[src/rxdv_pkg.sv]
// constants and types for the receive data-valid control block
package rxdv_pkg;
	// clock and sequencer timing
	localparam int CLK_MHZ = 20;
	localparam int DETECT_TIME_US = 2600;
	localparam int DETECT_CYC = DETECT_TIME_US * CLK_MHZ;
	localparam int PATH_TIME_US = 2200;
	localparam int PATH_CYC = PATH_TIME_US * CLK_MHZ;
	localparam int ACT_W = 17;
	// register indices; byte address is four times the index
	localparam logic [3:0] IDX_CFG = 4'h0;
	localparam logic [3:0] IDX_ON = 4'h4;
	localparam logic [3:0] IDX_OFF = 4'h5;
	localparam logic [3:0] IDX_LOW = 4'h6;
	localparam logic [3:0] IDX_UP = 4'h7;
	localparam logic [3:0] IDX_LVL = 4'h8;
	localparam logic [3:0] IDX_STAT = 4'h9;
	localparam int ADDR_W = 8;
	// reset values
	localparam logic [15:0] CFG_RST = 16'h0000;
	localparam logic [15:0] ON_RST = 16'hFEBF;
	localparam logic [15:0] OFF_RST = 16'hF37F;
	localparam logic [11:0] LOW_RST = 12'h000;
	localparam logic [11:0] UP_RST = 12'h001;
	localparam logic [5:0] LVL_RST = 6'h3F;
	// field positions
	localparam int CFG_SLICER_BIT = 15;
	localparam int CFG_CONT_BIT = 5;
	localparam int CFG_SINGLE_BIT = 6;
	localparam int STAT_VALID = 0;
	localparam int STAT_POLL = 1;
	localparam int STAT_DETECT = 2;
	localparam int STAT_PKD = 3;
	localparam int STAT_DONE = 4;
	// detection constants
	localparam logic [1:0] DIV_LAST = 2'h3;
	localparam logic [1:0] PERIOD_LAST = 2'h2;
	localparam logic [12:0] HI_MAX = 13'h1FFF;
	localparam logic [5:0] LVL_OFF = 6'h3F;
	localparam logic [15:0] POLL_MAX = 16'hFFFF;
	typedef enum logic [1:0] {DS_OFF, DS_MEAS, DS_STOP} det_t;
	typedef enum logic {PH_ON, PH_OFF} phase_t;
endpackage

[src/rx_data_valid_detect.sv]
// receive control: slicer select, peak detector power, data-valid detection
//
// Added by the designer: the APB interface to the registers.
`timescale 1ns/1ps
module rx_data_valid_detect #(
	parameter int DETECT_DELAY_CYC = rxdv_pkg::DETECT_CYC,
	parameter int PATH_DELAY_CYC = rxdv_pkg::PATH_CYC
) (
	// clock and reset
	input wire logic pclk,
	input wire logic presetn,
	// apb slave
	input wire logic psel,
	input wire logic penable,
	input wire logic pwrite,
	input wire logic [rxdv_pkg::ADDR_W-1:0] paddr,
	input wire logic [31:0] pwdata,
	output logic [31:0] prdata,
	output logic pready,
	output logic pslverr,
	// receive path inputs
	input wire logic rx_active,
	input wire logic data_in,
	input wire logic [5:0] rssi_code,
	input wire logic rc_tick,
	// analog control outputs
	output logic slicer_peak_sel,
	output logic pkd_enable,
	output logic pkd_pos_force_low,
	output logic pkd_neg_force_high,
	// detection and polling outputs
	output logic detect_enable,
	output logic data_valid,
	output logic window_done,
	output logic poll_on_phase
);
	import rxdv_pkg::*;

	logic [15:0] cfg_ff;
	logic [15:0] on_ff;
	logic [15:0] off_ff;
	logic [11:0] low_ff;
	logic [11:0] up_ff;
	logic [5:0] lvl_ff;
	logic [31:0] prdata_ff;
	logic err_ff;
	logic [ACT_W-1:0] act_cnt_ff;
	logic detect_ff;
	logic pkd_ff;
	det_t det_ff;
	logic [1:0] div_ff;
	logic [12:0] hi_cnt_ff;
	logic data_d_ff;
	logic [1:0] period_ff;
	logic rate_all_ff;
	logic done_ff;
	logic level_ok_ff;
	logic valid_ff;
	phase_t phase_ff;
	logic [15:0] poll_cnt_ff;
	logic [3:0] idx;
	logic mapped;
	logic setup_ph;
	logic wr_acc;
	logic fall;
	logic rise;
	logic win_active;
	logic lvl_active;
	logic lvl_hit;
	logic single_hit;
	logic double_hit;
	logic win_hit;
	logic last_period;
	logic single_mode;
	logic [12:0] low2;
	logic [12:0] up2;
	logic [31:0] nxt_rdata;
	logic poll_last;

	// address decode: word aligned, index in bits 5:2
	assign idx = paddr[5:2];
	assign setup_ph = psel && !penable;
	assign wr_acc = psel && penable && pwrite && mapped;
	always_comb begin
		if (paddr[1:0] != 2'h0 || paddr[ADDR_W-1:6] != '0) begin
			mapped = 1'b0;
		end else if (idx == IDX_CFG || idx == IDX_ON || idx == IDX_OFF) begin
			mapped = 1'b1;
		end else if (idx == IDX_LOW || idx == IDX_UP || idx == IDX_LVL) begin
			mapped = 1'b1;
		end else if (idx == IDX_STAT) begin
			mapped = 1'b1;
		end else begin
			mapped = 1'b0;
		end
	end

	// read mux, narrow registers in low bits
	always_comb begin
		nxt_rdata = 32'h0000_0000;
		if (idx == IDX_CFG) begin
			nxt_rdata[15:0] = cfg_ff;
		end else if (idx == IDX_ON) begin
			nxt_rdata[15:0] = on_ff;
		end else if (idx == IDX_OFF) begin
			nxt_rdata[15:0] = off_ff;
		end else if (idx == IDX_LOW) begin
			nxt_rdata[11:0] = low_ff;
		end else if (idx == IDX_UP) begin
			nxt_rdata[11:0] = up_ff;
		end else if (idx == IDX_LVL) begin
			nxt_rdata[5:0] = lvl_ff;
		end else if (idx == IDX_STAT) begin
			nxt_rdata[STAT_VALID] = valid_ff;
			nxt_rdata[STAT_POLL] = (phase_ff == PH_ON);
			nxt_rdata[STAT_DETECT] = detect_ff;
			nxt_rdata[STAT_PKD] = pkd_ff;
			nxt_rdata[STAT_DONE] = level_ok_ff;
		end
		if (!mapped) begin
			nxt_rdata = 32'h0000_0000;
		end
	end

	// read data and error captured in the setup cycle, zero wait access
	always_ff @(posedge pclk or negedge presetn) begin
		if (!presetn) begin
			prdata_ff <= 32'h0000_0000;
			err_ff <= 1'b0;
		end else if (setup_ph) begin
			prdata_ff <= nxt_rdata;
			err_ff <= !mapped;
		end
	end
	assign prdata = prdata_ff;
	assign pready = 1'b1;
	assign pslverr = psel && penable && err_ff;

	// register writes; status is read only
	always_ff @(posedge pclk or negedge presetn) begin
		if (!presetn) begin
			cfg_ff <= CFG_RST;
			on_ff <= ON_RST;
			off_ff <= OFF_RST;
			low_ff <= LOW_RST;
			up_ff <= UP_RST;
			lvl_ff <= LVL_RST;
		end else if (wr_acc) begin
			if (idx == IDX_CFG) begin
				cfg_ff <= pwdata[15:0];
			end else if (idx == IDX_ON) begin
				on_ff <= pwdata[15:0];
			end else if (idx == IDX_OFF) begin
				off_ff <= pwdata[15:0];
			end else if (idx == IDX_LOW) begin
				low_ff <= pwdata[11:0];
			end else if (idx == IDX_UP) begin
				up_ff <= pwdata[11:0];
			end else if (idx == IDX_LVL) begin
				lvl_ff <= pwdata[5:0];
			end
		end
	end

	// slicer source select; peak detectors do not depend on it
	assign slicer_peak_sel = cfg_ff[CFG_SLICER_BIT];
	assign single_mode = cfg_ff[CFG_SINGLE_BIT] && !cfg_ff[CFG_CONT_BIT];

	// time since receiver activation, saturating
	always_ff @(posedge pclk or negedge presetn) begin
		if (!presetn) begin
			act_cnt_ff <= '0;
		end else if (!rx_active) begin
			act_cnt_ff <= '0;
		end else if (act_cnt_ff < ACT_W'(DETECT_DELAY_CYC)) begin
			act_cnt_ff <= act_cnt_ff + 1'b1;
		end
	end

	// sequencer enables: peak detectors and detection
	always_ff @(posedge pclk or negedge presetn) begin
		if (!presetn) begin
			pkd_ff <= 1'b0;
			detect_ff <= 1'b0;
		end else begin
			pkd_ff <= rx_active && act_cnt_ff >= ACT_W'(PATH_DELAY_CYC);
			detect_ff <= rx_active && act_cnt_ff >= ACT_W'(DETECT_DELAY_CYC);
		end
	end
	assign pkd_enable = pkd_ff;
	assign pkd_pos_force_low = !pkd_ff;
	assign pkd_neg_force_high = !pkd_ff;
	assign detect_enable = detect_ff;

	// rate window and level compares
	assign win_active = !(low_ff == LOW_RST && up_ff == UP_RST);
	assign lvl_active = lvl_ff != LVL_OFF;
	assign low2 = {low_ff, 1'b0};
	assign up2 = {up_ff, 1'b0};
	assign single_hit = hi_cnt_ff >= {1'b0, low_ff} && hi_cnt_ff <= {1'b0, up_ff};
	assign double_hit = hi_cnt_ff >= low2 && hi_cnt_ff <= up2;
	assign win_hit = win_active && (single_hit || double_hit);
	assign lvl_hit = lvl_active && rssi_code > lvl_ff;
	assign fall = data_d_ff && !data_in;
	assign rise = !data_d_ff && data_in;
	assign last_period = period_ff == PERIOD_LAST;

	// detection state: off, measuring, stopped after a single shot
	always_ff @(posedge pclk or negedge presetn) begin
		if (!presetn) begin
			det_ff <= DS_OFF;
		end else if (!detect_ff) begin
			det_ff <= DS_OFF;
		end else begin
			case (det_ff)
				DS_OFF: begin
					det_ff <= DS_MEAS;
				end
				DS_MEAS: begin
					if (fall && last_period && single_mode) begin
						det_ff <= DS_STOP;
					end
				end
				default: begin
					det_ff <= DS_STOP;
				end
			endcase
		end
	end

	// divide by four and high time counter
	always_ff @(posedge pclk or negedge presetn) begin
		if (!presetn) begin
			div_ff <= 2'h0;
			hi_cnt_ff <= 13'h0000;
			data_d_ff <= 1'b0;
		end else begin
			data_d_ff <= data_in;
			div_ff <= div_ff + 1'b1;
			if (det_ff != DS_MEAS || rise) begin
				hi_cnt_ff <= 13'h0000;
				div_ff <= 2'h0;
			end else if (data_in && div_ff == DIV_LAST && hi_cnt_ff != HI_MAX) begin
				hi_cnt_ff <= hi_cnt_ff + 1'b1;
			end
		end
	end

	// three measured periods form one decision
	always_ff @(posedge pclk or negedge presetn) begin
		if (!presetn) begin
			period_ff <= 2'h0;
			rate_all_ff <= 1'b1;
		end else if (det_ff != DS_MEAS) begin
			period_ff <= 2'h0;
			rate_all_ff <= 1'b1;
		end else if (fall) begin
			if (last_period) begin
				period_ff <= 2'h0;
				rate_all_ff <= 1'b1;
			end else begin
				period_ff <= period_ff + 1'b1;
				rate_all_ff <= rate_all_ff && win_hit;
			end
		end
	end

	// window done pulse latches level and forms data valid
	always_ff @(posedge pclk or negedge presetn) begin
		if (!presetn) begin
			done_ff <= 1'b0;
			level_ok_ff <= 1'b0;
			valid_ff <= 1'b0;
		end else begin
			done_ff <= det_ff == DS_MEAS && fall && last_period;
			if (!detect_ff) begin
				level_ok_ff <= 1'b0;
				valid_ff <= 1'b0;
			end else if (det_ff == DS_MEAS && fall && last_period) begin
				level_ok_ff <= lvl_hit;
				valid_ff <= lvl_hit && rate_all_ff && win_hit;
			end
		end
	end
	assign window_done = done_ff;
	assign data_valid = valid_ff;

	// last tick of a phase; swapping here gives 65535 minus load ticks
	assign poll_last = poll_cnt_ff >= POLL_MAX - 16'h0001;

	// self polling timer on the rc oscillator tick
	always_ff @(posedge pclk or negedge presetn) begin
		if (!presetn) begin
			phase_ff <= PH_ON;
			poll_cnt_ff <= ON_RST;
		end else if (rc_tick) begin
			if (poll_last) begin
				case (phase_ff)
					PH_ON: begin
						phase_ff <= PH_OFF;
						poll_cnt_ff <= off_ff;
					end
					default: begin
						phase_ff <= PH_ON;
						poll_cnt_ff <= on_ff;
					end
				endcase
			end else begin
				poll_cnt_ff <= poll_cnt_ff + 1'b1;
			end
		end
	end
	assign poll_on_phase = phase_ff == PH_ON;
endmodule

[config.mk]
export PLATFORM = sky130hd
export DESIGN_NAME = rx_data_valid_detect
export DESIGN_NICKNAME = d
export VERILOG_FILES = /design/src/rxdv_pkg.sv /design/src/rx_data_valid_detect.sv
export SDC_FILE = /design/constraint.sdc
export NUM_CORES = 1
export LEC_CHECK = 0
export BUFFER_PORTS_ARGS = -buffer_cell sky130_fd_sc_hd__buf_4
export CELL_PAD_IN_SITES_DETAIL_PLACEMENT = 1
export CELL_PAD_IN_SITES_GLOBAL_PLACEMENT = 1
export CORE_MARGIN = 3
export CORE_UTILIZATION = 40
export CTS_BUF_LIST = sky130_fd_sc_hd__clkbuf_16
export CTS_CLUSTER_DIAMETER = 30
export CTS_CLUSTER_SIZE = 10
export DETAILED_ROUTE_END_ITERATION = 10
export PLACE_DENSITY_LB_ADDON = 0.1
export SLEW_MARGIN = 20
export SYNTH_ARGS = -nofsm -noshare
export SYNTH_HDL_FRONTEND = slang
export SYNTH_SLANG_ARGS = --single-unit
[constraint.sdc]
create_clock -name pclk -period 2.04 [get_ports pclk]
set_input_delay 0.306 -clock pclk [delete_from_list [all_inputs] [get_ports pclk]]
set_output_delay 0.306 -clock pclk [all_outputs]
set_load 0.01 [all_outputs]
### Yosys cells after proc, flatten, opt, wreduce, memory -nomap -nowiden

Index checks and enable logic that the tools add are counted.

| word-level totals | value |
|---|---|
| register bits | 171 |
| bits in latches | 0 |
| bits in writable memories | 0 |
| memory bits (read-only) | 0 |
| input bits | 54 |
| output and inout bits | 42 |
| logic and storage cells | 146 |
| memories kept | 0 |

| cells by class | value |
|---|---|
| add/sub/neg operators | 5 |
| multipliers | 0 |
| div/mod/pow operators | 0 |
| $lt $le $gt $ge | 9 |
| eq/ne operators | 16 |
| shift operators | 0 |
| multiplexer cells | 36 |
| bitwise gates (word level) | 6 |
| reductions and logical operators | 52 |

Operators with widths:

| operator | number |
|---|---|
| 16-bit two-way mux | 5 |
| 17-bit by 16-bit >= comparator with 1-bit output, second input constant | 2 |
| 17-bit two-way mux | 2 |
| 13-bit two-way mux | 2 |
| 1-bit logical AND | 24 |
| 12-bit two-way mux | 2 |
| 17-bit by 1-bit adder with 17-bit output, second input constant | 1 |
| 17-bit by 16-bit less-than comparator with 1-bit output, second input constant | 1 |
| 16-bit by 1-bit adder with 16-bit output, second input constant | 1 |
| 4-bit by 3-bit equality test with 1-bit output, second input constant | 4 |
| 16-bit >= comparator, second input constant | 1 |
| 13-bit by 1-bit adder with 13-bit output, second input constant | 1 |
| 13-bit by 12-bit >= comparator with 1-bit output | 1 |
| 13-bit >= comparator | 1 |
| 13-bit by 12-bit less-or-equal comparator with 1-bit output | 1 |
| 13-bit less-or-equal comparator | 1 |
| 1-bit two-way mux | 13 |
| 13-bit != test, second input constant | 1 |
| 12-bit by 1-bit equality test with 1-bit output, second input constant | 1 |
| 12-bit logical NOT | 1 |
| 2-bit two-way mux | 6 |
| 6-bit two-way mux | 2 |
| 5-bit two-way mux | 2 |
| 4-bit equality test, second input constant | 2 |
| other kinds (21) | 46 |

### Longest topological paths before layout

Gate-level depths: netlist of the first run.

| logic depth | value |
|---|---|
| depth after elaboration | 9 |
| mapped depth | 9 |
| gate-level depth less buffers | 8 |

### Worst setup path after synthesis of the first run

Ideal clock, no wire load.

| timing | value |
|---|---|
| kind | input -> register |
| start point | in paddr[1] (netlist name) |
| end point | reg off_ff[10] |
| setup time | 0.125 ns |
| arrival time | 2.006 ns |
| required time | 1.915 ns |
| slack | -0.091 ns |
| stages | 6 |
| buffers on the path | 1 |
| cells stage by stage | or4_1 -> a21oi_2 -> nand4_4 -> nor2_2 -> buf_4 -> mux2_2 |

| on the way | value |
|---|---|
| longest elaborated chain between the ends | 5 |

Ends and longest elaborated chain:

| element | line | RTL |
|---|---|---|
| from (decl) | rx_data_valid_detect.sv:16 | `input wire logic [rxdv_pkg::ADDR_W-1:0] paddr,` |
| 2-bit nonzero test | rx_data_valid_detect.sv:85 | `if (paddr[1:0] != 2'h0 \|\| paddr[ADDR_W-1:6] != '0) begin` |
| 1-bit logical OR | rx_data_valid_detect.sv:85 |  |
| 1-bit two-way mux | rx_data_valid_detect.sv:85 |  |
| 1-bit logical AND | rx_data_valid_detect.sv:83 | `assign wr_acc = psel && penable && pwrite && mapped;` |
| 4-bit AND reduction (no source line) | n/a |  |
| to (signal assigned) | rx_data_valid_detect.sv:154 | `off_ff <= pwdata[15:0];` |
| to (decl) | rx_data_valid_detect.sv:41 | `logic [15:0] off_ff;` |

Every way passes these cells.
A chain may end at the register's enable or synchronous reset.

### Worst setup path after layout of the first run

| timing | value |
|---|---|
| start point | reg hi_cnt_ff[1] |
| end point | reg valid_ff (netlist: data_valid) |

| on the way | value |
|---|---|
| longest elaborated chain between the ends | 7 |
| elaborated cells between the ends (all ways) | 11 |
| classes of those cells | order compare (4); mux (2); reduce/logical (5) |

Ends and longest elaborated chain:

| element | line | RTL |
|---|---|---|
| from (decl) | rx_data_valid_detect.sv:52 | `logic [12:0] hi_cnt_ff;` |
| from (signal assigned) | rx_data_valid_detect.sv:244 | `hi_cnt_ff <= hi_cnt_ff + 1'b1;` |
| 13-bit by 12-bit >= comparator with 1-bit output (tied with other cells) | rx_data_valid_detect.sv:200 | `assign single_hit = hi_cnt_ff >= {1'b0, low_ff} && hi_cnt_ff <= {1'b0, up_ff};` |
| 1-bit logical AND, on equally long branches | rx_data_valid_detect.sv:200, rx_data_valid_detect.sv:201 |  |
| 1-bit logical OR * | rx_data_valid_detect.sv:202 | `assign win_hit = win_active && (single_hit \|\| double_hit);` |
| 1-bit logical AND * | rx_data_valid_detect.sv:202 |  |
| 1-bit logical AND * | rx_data_valid_detect.sv:281 | `valid_ff <= lvl_hit && rate_all_ff && win_hit;` |
| 1-bit two-way mux * | rx_data_valid_detect.sv:279 | `end else if (det_ff == DS_MEAS && fall && last_period) begin` |
| 1-bit two-way mux * | rx_data_valid_detect.sv:276 | `if (!detect_ff) begin` |
| to (signal assigned) | rx_data_valid_detect.sv:281 |  |
| to (decl) | rx_data_valid_detect.sv:58 | `logic valid_ff;` |

Mark *: on every way between the ends. The rest lies on a longest branch, timed or not. The select of a mux whose other input is x is not followed.

==> flow_summary.ini, run 1 <==
[die]
num_rows = 54
dieWidth_um = 156
dieArea_um2 = 24300
core_um2 = 22000
boundaryPins = 96
die_height_um = 156
floorplan.initialDensity_pct = 41.0

[logic_synthesis]
ys_seq_area_share_pct = 43.8
async_reset_ff_share_pct = 100
synth-seq-cells = 155
yosys.area_share.xor_xnor_pct = 1.95
synth_edf_count = 0
synthSimpleGateAreaFrac_pct = 13.8
synth.distinct_cells = 66
yosysWarnings = 0
synth_top_family_by_area = multiplexers
synth-adder-area-share_pct = 8.35
synth_compound_area_share_pct = 12.3
synthMuxAreaShare_pct = 14.6
synthFlopType = dfrtp_1
syn_area_per_cell_um2 = 10.6
synthCells = 851
synth_area_um2 = 8990

[timing]
fin_skew_ns = 0.0125
period_share_pct = 103
slew_headroom_pct = 51.2
tightest_slew_ns = 0.732
final-setup-viol-count = 2
rsz0062_at_grt = true
hold_viol = 0
fin_ws_ns = -0.0607
drv_slew = 0
period_minus_slack_ns = 2.10
fmax_mhz = 476
whs_ns = 0.0426

[clocking]
root_buffer = clkbuf_16
cts_made_buffers = 17
tritoncts = done
htreeDepth = 4
clkLatencyLatePin_ns = 0.43
cts.clk_slew.worst_paths_ns = 0.07
clk_path_buf_depth = 2
clock-sinks = 155

[route]
drt_iter0_drc = 228
wl_per_cell_um = 20.5
ant_nets = 0
routed_wl_um = 26500
wl_met3_um = 988
vias = 7257
drcViolationCount = 0
dr_wl_met2_um = 13300
viasPerCell = 5.60
maxUsedRoutingLayer = met4
wl_met1_um = 11800
dr.pass1.iters = 4

[finish]
fin_cells = 1296
antenna_cells = 0
n_fill_cell = 2370
synthToLayoutAreaGrowth_pct = 24.8
drive_above_1_share_pct = 38.4
final_cell_mix = buf_4, dfrtp_1, mux2_2
final_common_cell = buf_4
fin_nets = 1117
multi_input_area_um2 = 4880
regArea_um2 = 3950

[placed_design]
post-place-cells = 1252
io_buffers = 62
gp_congestion = 0.838
hpwlAfterDp_um = 20100

[critical_path]
cp-start-kind = register
crit_path_end_kind = register
worstPathRequired_ns = 2.35
crit_arrival_ns = 2.41
crit_start = hi_cnt_ff[1]
crit_type = reg -> reg
rr_startpoint = hi_cnt_ff[1]
path_max_fanout = 3

[grt]
grt_max_degree = 52
grt_pass1_wl_um = 42400
antenna_found_initial = 0
grt_pass1_vias = 7914
grt_usage_pct = 22.2
grt_overflow = 0

[flow_run]
max-cap-violations = 0

[worst_hold_path]
worstHoldPathType = in -> reg
hp-start = data_in

[power_and_ir_drop]
vdd_drop_max_mv = 0.532
p_leak_nw = 5.16
p_per_area_nw_per_um2 = 613

[outcome]
violations = setup timing
status = complete, but fails checks
## per-stage QoR
| step | utilization, % | setup WS [ns] | cell area [um^2] | power [mW] | setup TNS [ns] |
|---|---|---|---|---|---|
| 4_1_cts | 50.2 | -0.116 | 11000 | 6.94 | -0.191 |
| 6_report | 51.1 | -0.0607 | 11200 | 6.88 | -0.117 |
| 3_3_place_gp | 47.4 | -0.206 | 10400 | 3.89 | -9.16 |
| 3_5_place_dp | 47.4 | -0.237 | 10400 | 3.93 | -10.81 |
| 2_1_floorplan | - | -0.0636 | 9110 | 3.63 | -1.47 |
| 5_1_grt | 51.1 | -0.171 | 11200 | 7.17 | -0.382 |
## cell usage after synthesis (6+ instances only)
cell / n / share of area [%]
dfrtp_1: 106 / 29
nand3_1: 27 / 1.5
a211oi_1: 6 / 0.50
a22o_1: 9 / 0.88
o21ai_0: 43 / 2.4
nand2_1: 52 / 2.2
ha_1: 60 / 8.3
nand4_1: 16 / 1.1
and2_1: 18 / 1.3
clkbuf_1: 22 / 0.92
nand2b_1: 11 / 0.77
nor2_1: 40 / 1.7
o22ai_1: 7 / 0.49
nor3_1: 13 / 0.72
xor2_1: 12 / 1.2
buf_4: 22 / 1.8
mux2i_1: 20 / 2.2
a22oi_1: 12 / 1.0
mux4_2: 7 / 1.8
mux2_2: 85 / 11
inv_1: 44 / 1.8
a21oi_1: 56 / 3.1
nor4_1: 9 / 0.63
and3_1: 12 / 0.83
a21o_1: 12 / 1.0
nor2b_1: 6 / 0.42
xnor2_1: 8 / 0.78
dfstp_2: 49 / 14
## path summary, 6_finish.rpt
kind | end | slack, ns | cells past startpoint
max reg2reg | data_valid | -0.06 | 9
min | data_d_ff | 0.04 | 1
min reg2reg | div_ff[0] | 0.44 | 1
max | data_valid | -0.06 | 9
min in group asynchronous | cfg_ff[12] | 0.40 | 2
max in group asynchronous | up_ff[0] | 0.81 | 3
## layout make-up
class	instances	area share [%]
tap	280	3.12
clock buffer	17	3.79
clock inverter	15	1.01
inverter	44	1.47
sequential	155	35.2
multi-input combinational	615	43.5
timing repair buffer	170	11.9
## logic make-up after synthesis
family                     count (synthesis)
xor gates and xnor gates                  20
buffers and inverters                     96
DFF                                      155
other                                      2
and+or+nand+nor                          230
muxes                                    112
AOI/OAI and AO/OA                        176
adders and majority gates                 60
## registers in the layout, indices dropped and copies added, names as in the netlist, 2 cells and up
register     cells
act_cnt_ff      17
cfg_ff          16
det_ff           2
div_ff           2
hi_cnt_ff       13
low_ff          12
lvl_ff           6
off_ff          16
on_ff           16
period_ff        2
poll_cnt_ff     16
prdata          16
up_ff           12
## worst max-delay path, cell delays in order, from the launching register on
cell      delay (ns)
dfrtp_2         0.40
inv_2           0.06
buf_4           0.13
ha_1            0.28
and4b_1         0.18
o21ai_1         0.11
nand3b_1        0.14
a211oi_2        0.32
o32a_1          0.28
o21ai_1         0.07
## timing repair
action                                  CTS  global route
pin swaps                                 8            10
hold endpoints to repair                 20             0
hold buffers                              1             0
endpoints found under the setup margin    2            29
setup buffers                             4             7
gates resized for setup                  10            28
## report_power, final
group | switching (mW) | internal, mW
Clock | 1.42 | 1.58
Combinational | 0.353 | 0.261
Sequential | 0.0658 | 3.20
## layer usage
layer	up-vias	track usage (%)
li1	3368	-
met3	35	3.25
met5	-	0
met1	3714	29.0
met2	140	38.3
met4	0	6.60
(Power assumes the default switching activity.)
==> inputs of run 2 (changes only) <==
MAX_ROUTING_LAYER = met4   (was not set)
==> run 2 against run 1 <==
Largest cell class unchanged. Largest power group unchanged. Worst setup slack got worse by 0.0036 ns. Sequential share of layout area unchanged. Clock skew decreased by 0.0014 ns. Critical path depth unchanged. Die area unchanged. Wire length about the same. Critical endpoint unchanged. Sequential power about the same. Utilization unchanged. Clock power about the same. Power decreased by 0.12%. Non-clock buffer count unchanged. The run still ends with setup timing left.
==> flow_summary.ini, run 2 (synthesized netlist as in run 1, its figures left out) <==
[outcome]
status = complete, but fails checks
violations = setup timing

[power_and_ir_drop]
total_power_mw = 6.87
p_per_area_nw_per_um2 = 612
vdd_drop_max_mv = 0.527
p_leak_nw = 5.16

[placed_design]
placed_area_um2 = 10400
io_buffers = 62
hpwlAfterDp_um = 20100
gp_congestion = 0.851

[die]
dieWidth_um = 156
boundaryPins = 96
die_height_um = 156
core_um2 = 22000
dieArea_um2 = 24300
floorplan.initialDensity_pct = 41.0
num_rows = 54

[clocking]
htreeDepth = 4
root_buffer = clkbuf_16
cts.clk_slew.worst_paths_ns = 0.07
tritoncts = done
cts_made_buffers = 17
clk_path_buf_depth = 2
clkLatencyLatePin_ns = 0.42
clock-sinks = 155

[worst_hold_path]
worstHoldPathType = in -> reg

[finish]
fin_nets = 1117
final_cell_mix = buf_4, dfrtp_1, mux2_2
synthToLayoutAreaGrowth_pct = 24.8
fin_util_pct = 51.1
regMostFlops = act_cnt_ff
regArea_um2 = 3950
drive_above_1_share_pct = 38.4
multi_input_area_um2 = 4880
n_fill_cell = 2370
final_common_cell = buf_4
final_area_um2 = 11200
antenna_cells = 0
largest_reg_flops = 17

[timing]
tightest_slew_ns = 0.731
fin_skew_ns = 0.0110
slew_headroom_pct = 51.2
period_minus_slack_ns = 2.10
hold_viol = 0
final-setup-viol-count = 2
rsz0062_at_grt = true
drv_slew = 0
fin_tns_setup_ns = -0.121
whs_ns = 0.0463
fin_ws_ns = -0.0643
fmax_mhz = 475
period_share_pct = 103

[critical_path]
crit_path_frequent_cell = o21ai_1
crit_type = reg -> reg
cpPeakStageDelay_ns = 0.41
path_max_fanout = 3
worstPathRequired_ns = 2.34
crit_path_end_kind = register
crit_path_cell_trace = inv_2, buf_4, ha_1, and4b_1, o21ai_1, nand3b_1, a211oi_2, o32a_1, o21ai_1
critPathSlowestCell = dfrtp_2
cp-start-kind = register
crit_arrival_ns = 2.41

[grt]
grt_usage_pct = 22.9
grt_max_degree = 52
grt_pass1_wl_um = 42400
antenna_found_initial = 0
grt_overflow = 0
grt_pass1_vias = 7934

[route]
drcViolationCount = 0
wl_per_cell_um = 20.5
routed_wl_um = 26500
vias = 7211
dr.pass1.iters = 4
viasPerCell = 5.56
ant_nets = 0
drt_iter0_drc = 248

[flow_run]
max-cap-violations = 0
## run 2: worst max-delay path: cells and delay by family, from the launching register on
kind                     cells  cell delay [ns]
AO/OA/AOI/OAI                4             0.78
flip-flops                   1             0.41
AND/OR/NAND/NOR              2             0.32
adder cells (fa/ha/maj)      1             0.28
buffers and inverters        2             0.19
## run 2: layout make-up
| cell class | instances | share of cell area, % |
|---|---|---|
| Multi-Input combinational cell | 615 | 43.5 |
| Sequential cell | 155 | 35.2 |
| Timing Repair Buffer | 170 | 11.9 |
| Clock buffer | 17 | 3.79 |
| Tap cell | 280 | 3.12 |
| Inverter | 44 | 1.47 |
| Clock inverter | 15 | 1.01 |
## run 2: through the flow
| stage | instances | setup slack [ns] |
|---|---|---|
| after floorplan | 866 | -0.0636 |
| after global placement | 1252 | -0.206 |
| after detailed placement | 1252 | -0.237 |
| after CTS | 1289 | -0.116 |
| after global routing | 1296 | -0.173 |
| final | 1296 | -0.0643 |
## run 2: routing by layer
metal	routed length, um	share of wire, %	GRT usage, %
met5	0	0	-
met4	397	1.5	6.48
met1	11800	45	28.9
met2	13300	50	38.5
met3	958	3.6	3.22
## run 2: worst paths after layout
check / from / cells past startpoint / slack [ns] / to
worst max register to register: hi_cnt_ff[1] / 9 / -0.06 / data_valid
worst min-delay path: data_in / 1 / 0.05 / data_d_ff
worst min register to register: div_ff[0] / 1 / 0.44 / div_ff[0]
max in group asynchronous: presetn / 3 / 0.81 / up_ff[0]
worst max-delay path: hi_cnt_ff[1] / 9 / -0.06 / data_valid
min in group asynchronous: presetn / 2 / 0.40 / cfg_ff[12]
## run 2: where the power goes
part | leakage [nW] | internal, mW | switching (mW)
sequential | 1.97 | 3.20 | 0.0661
combinational | 2.93 | 0.261 | 0.353
clock | 0.264 | 1.58 | 1.41
## run 2: repair_timing
item | CTS | global route
endpoints found under the setup margin | 2 | 29
hold buffers | 1 | 0
pin swaps | 8 | 10
resized for setup | 10 | 28
hold endpoints to repair | 20 | 0
setup buffers | 4 | 7
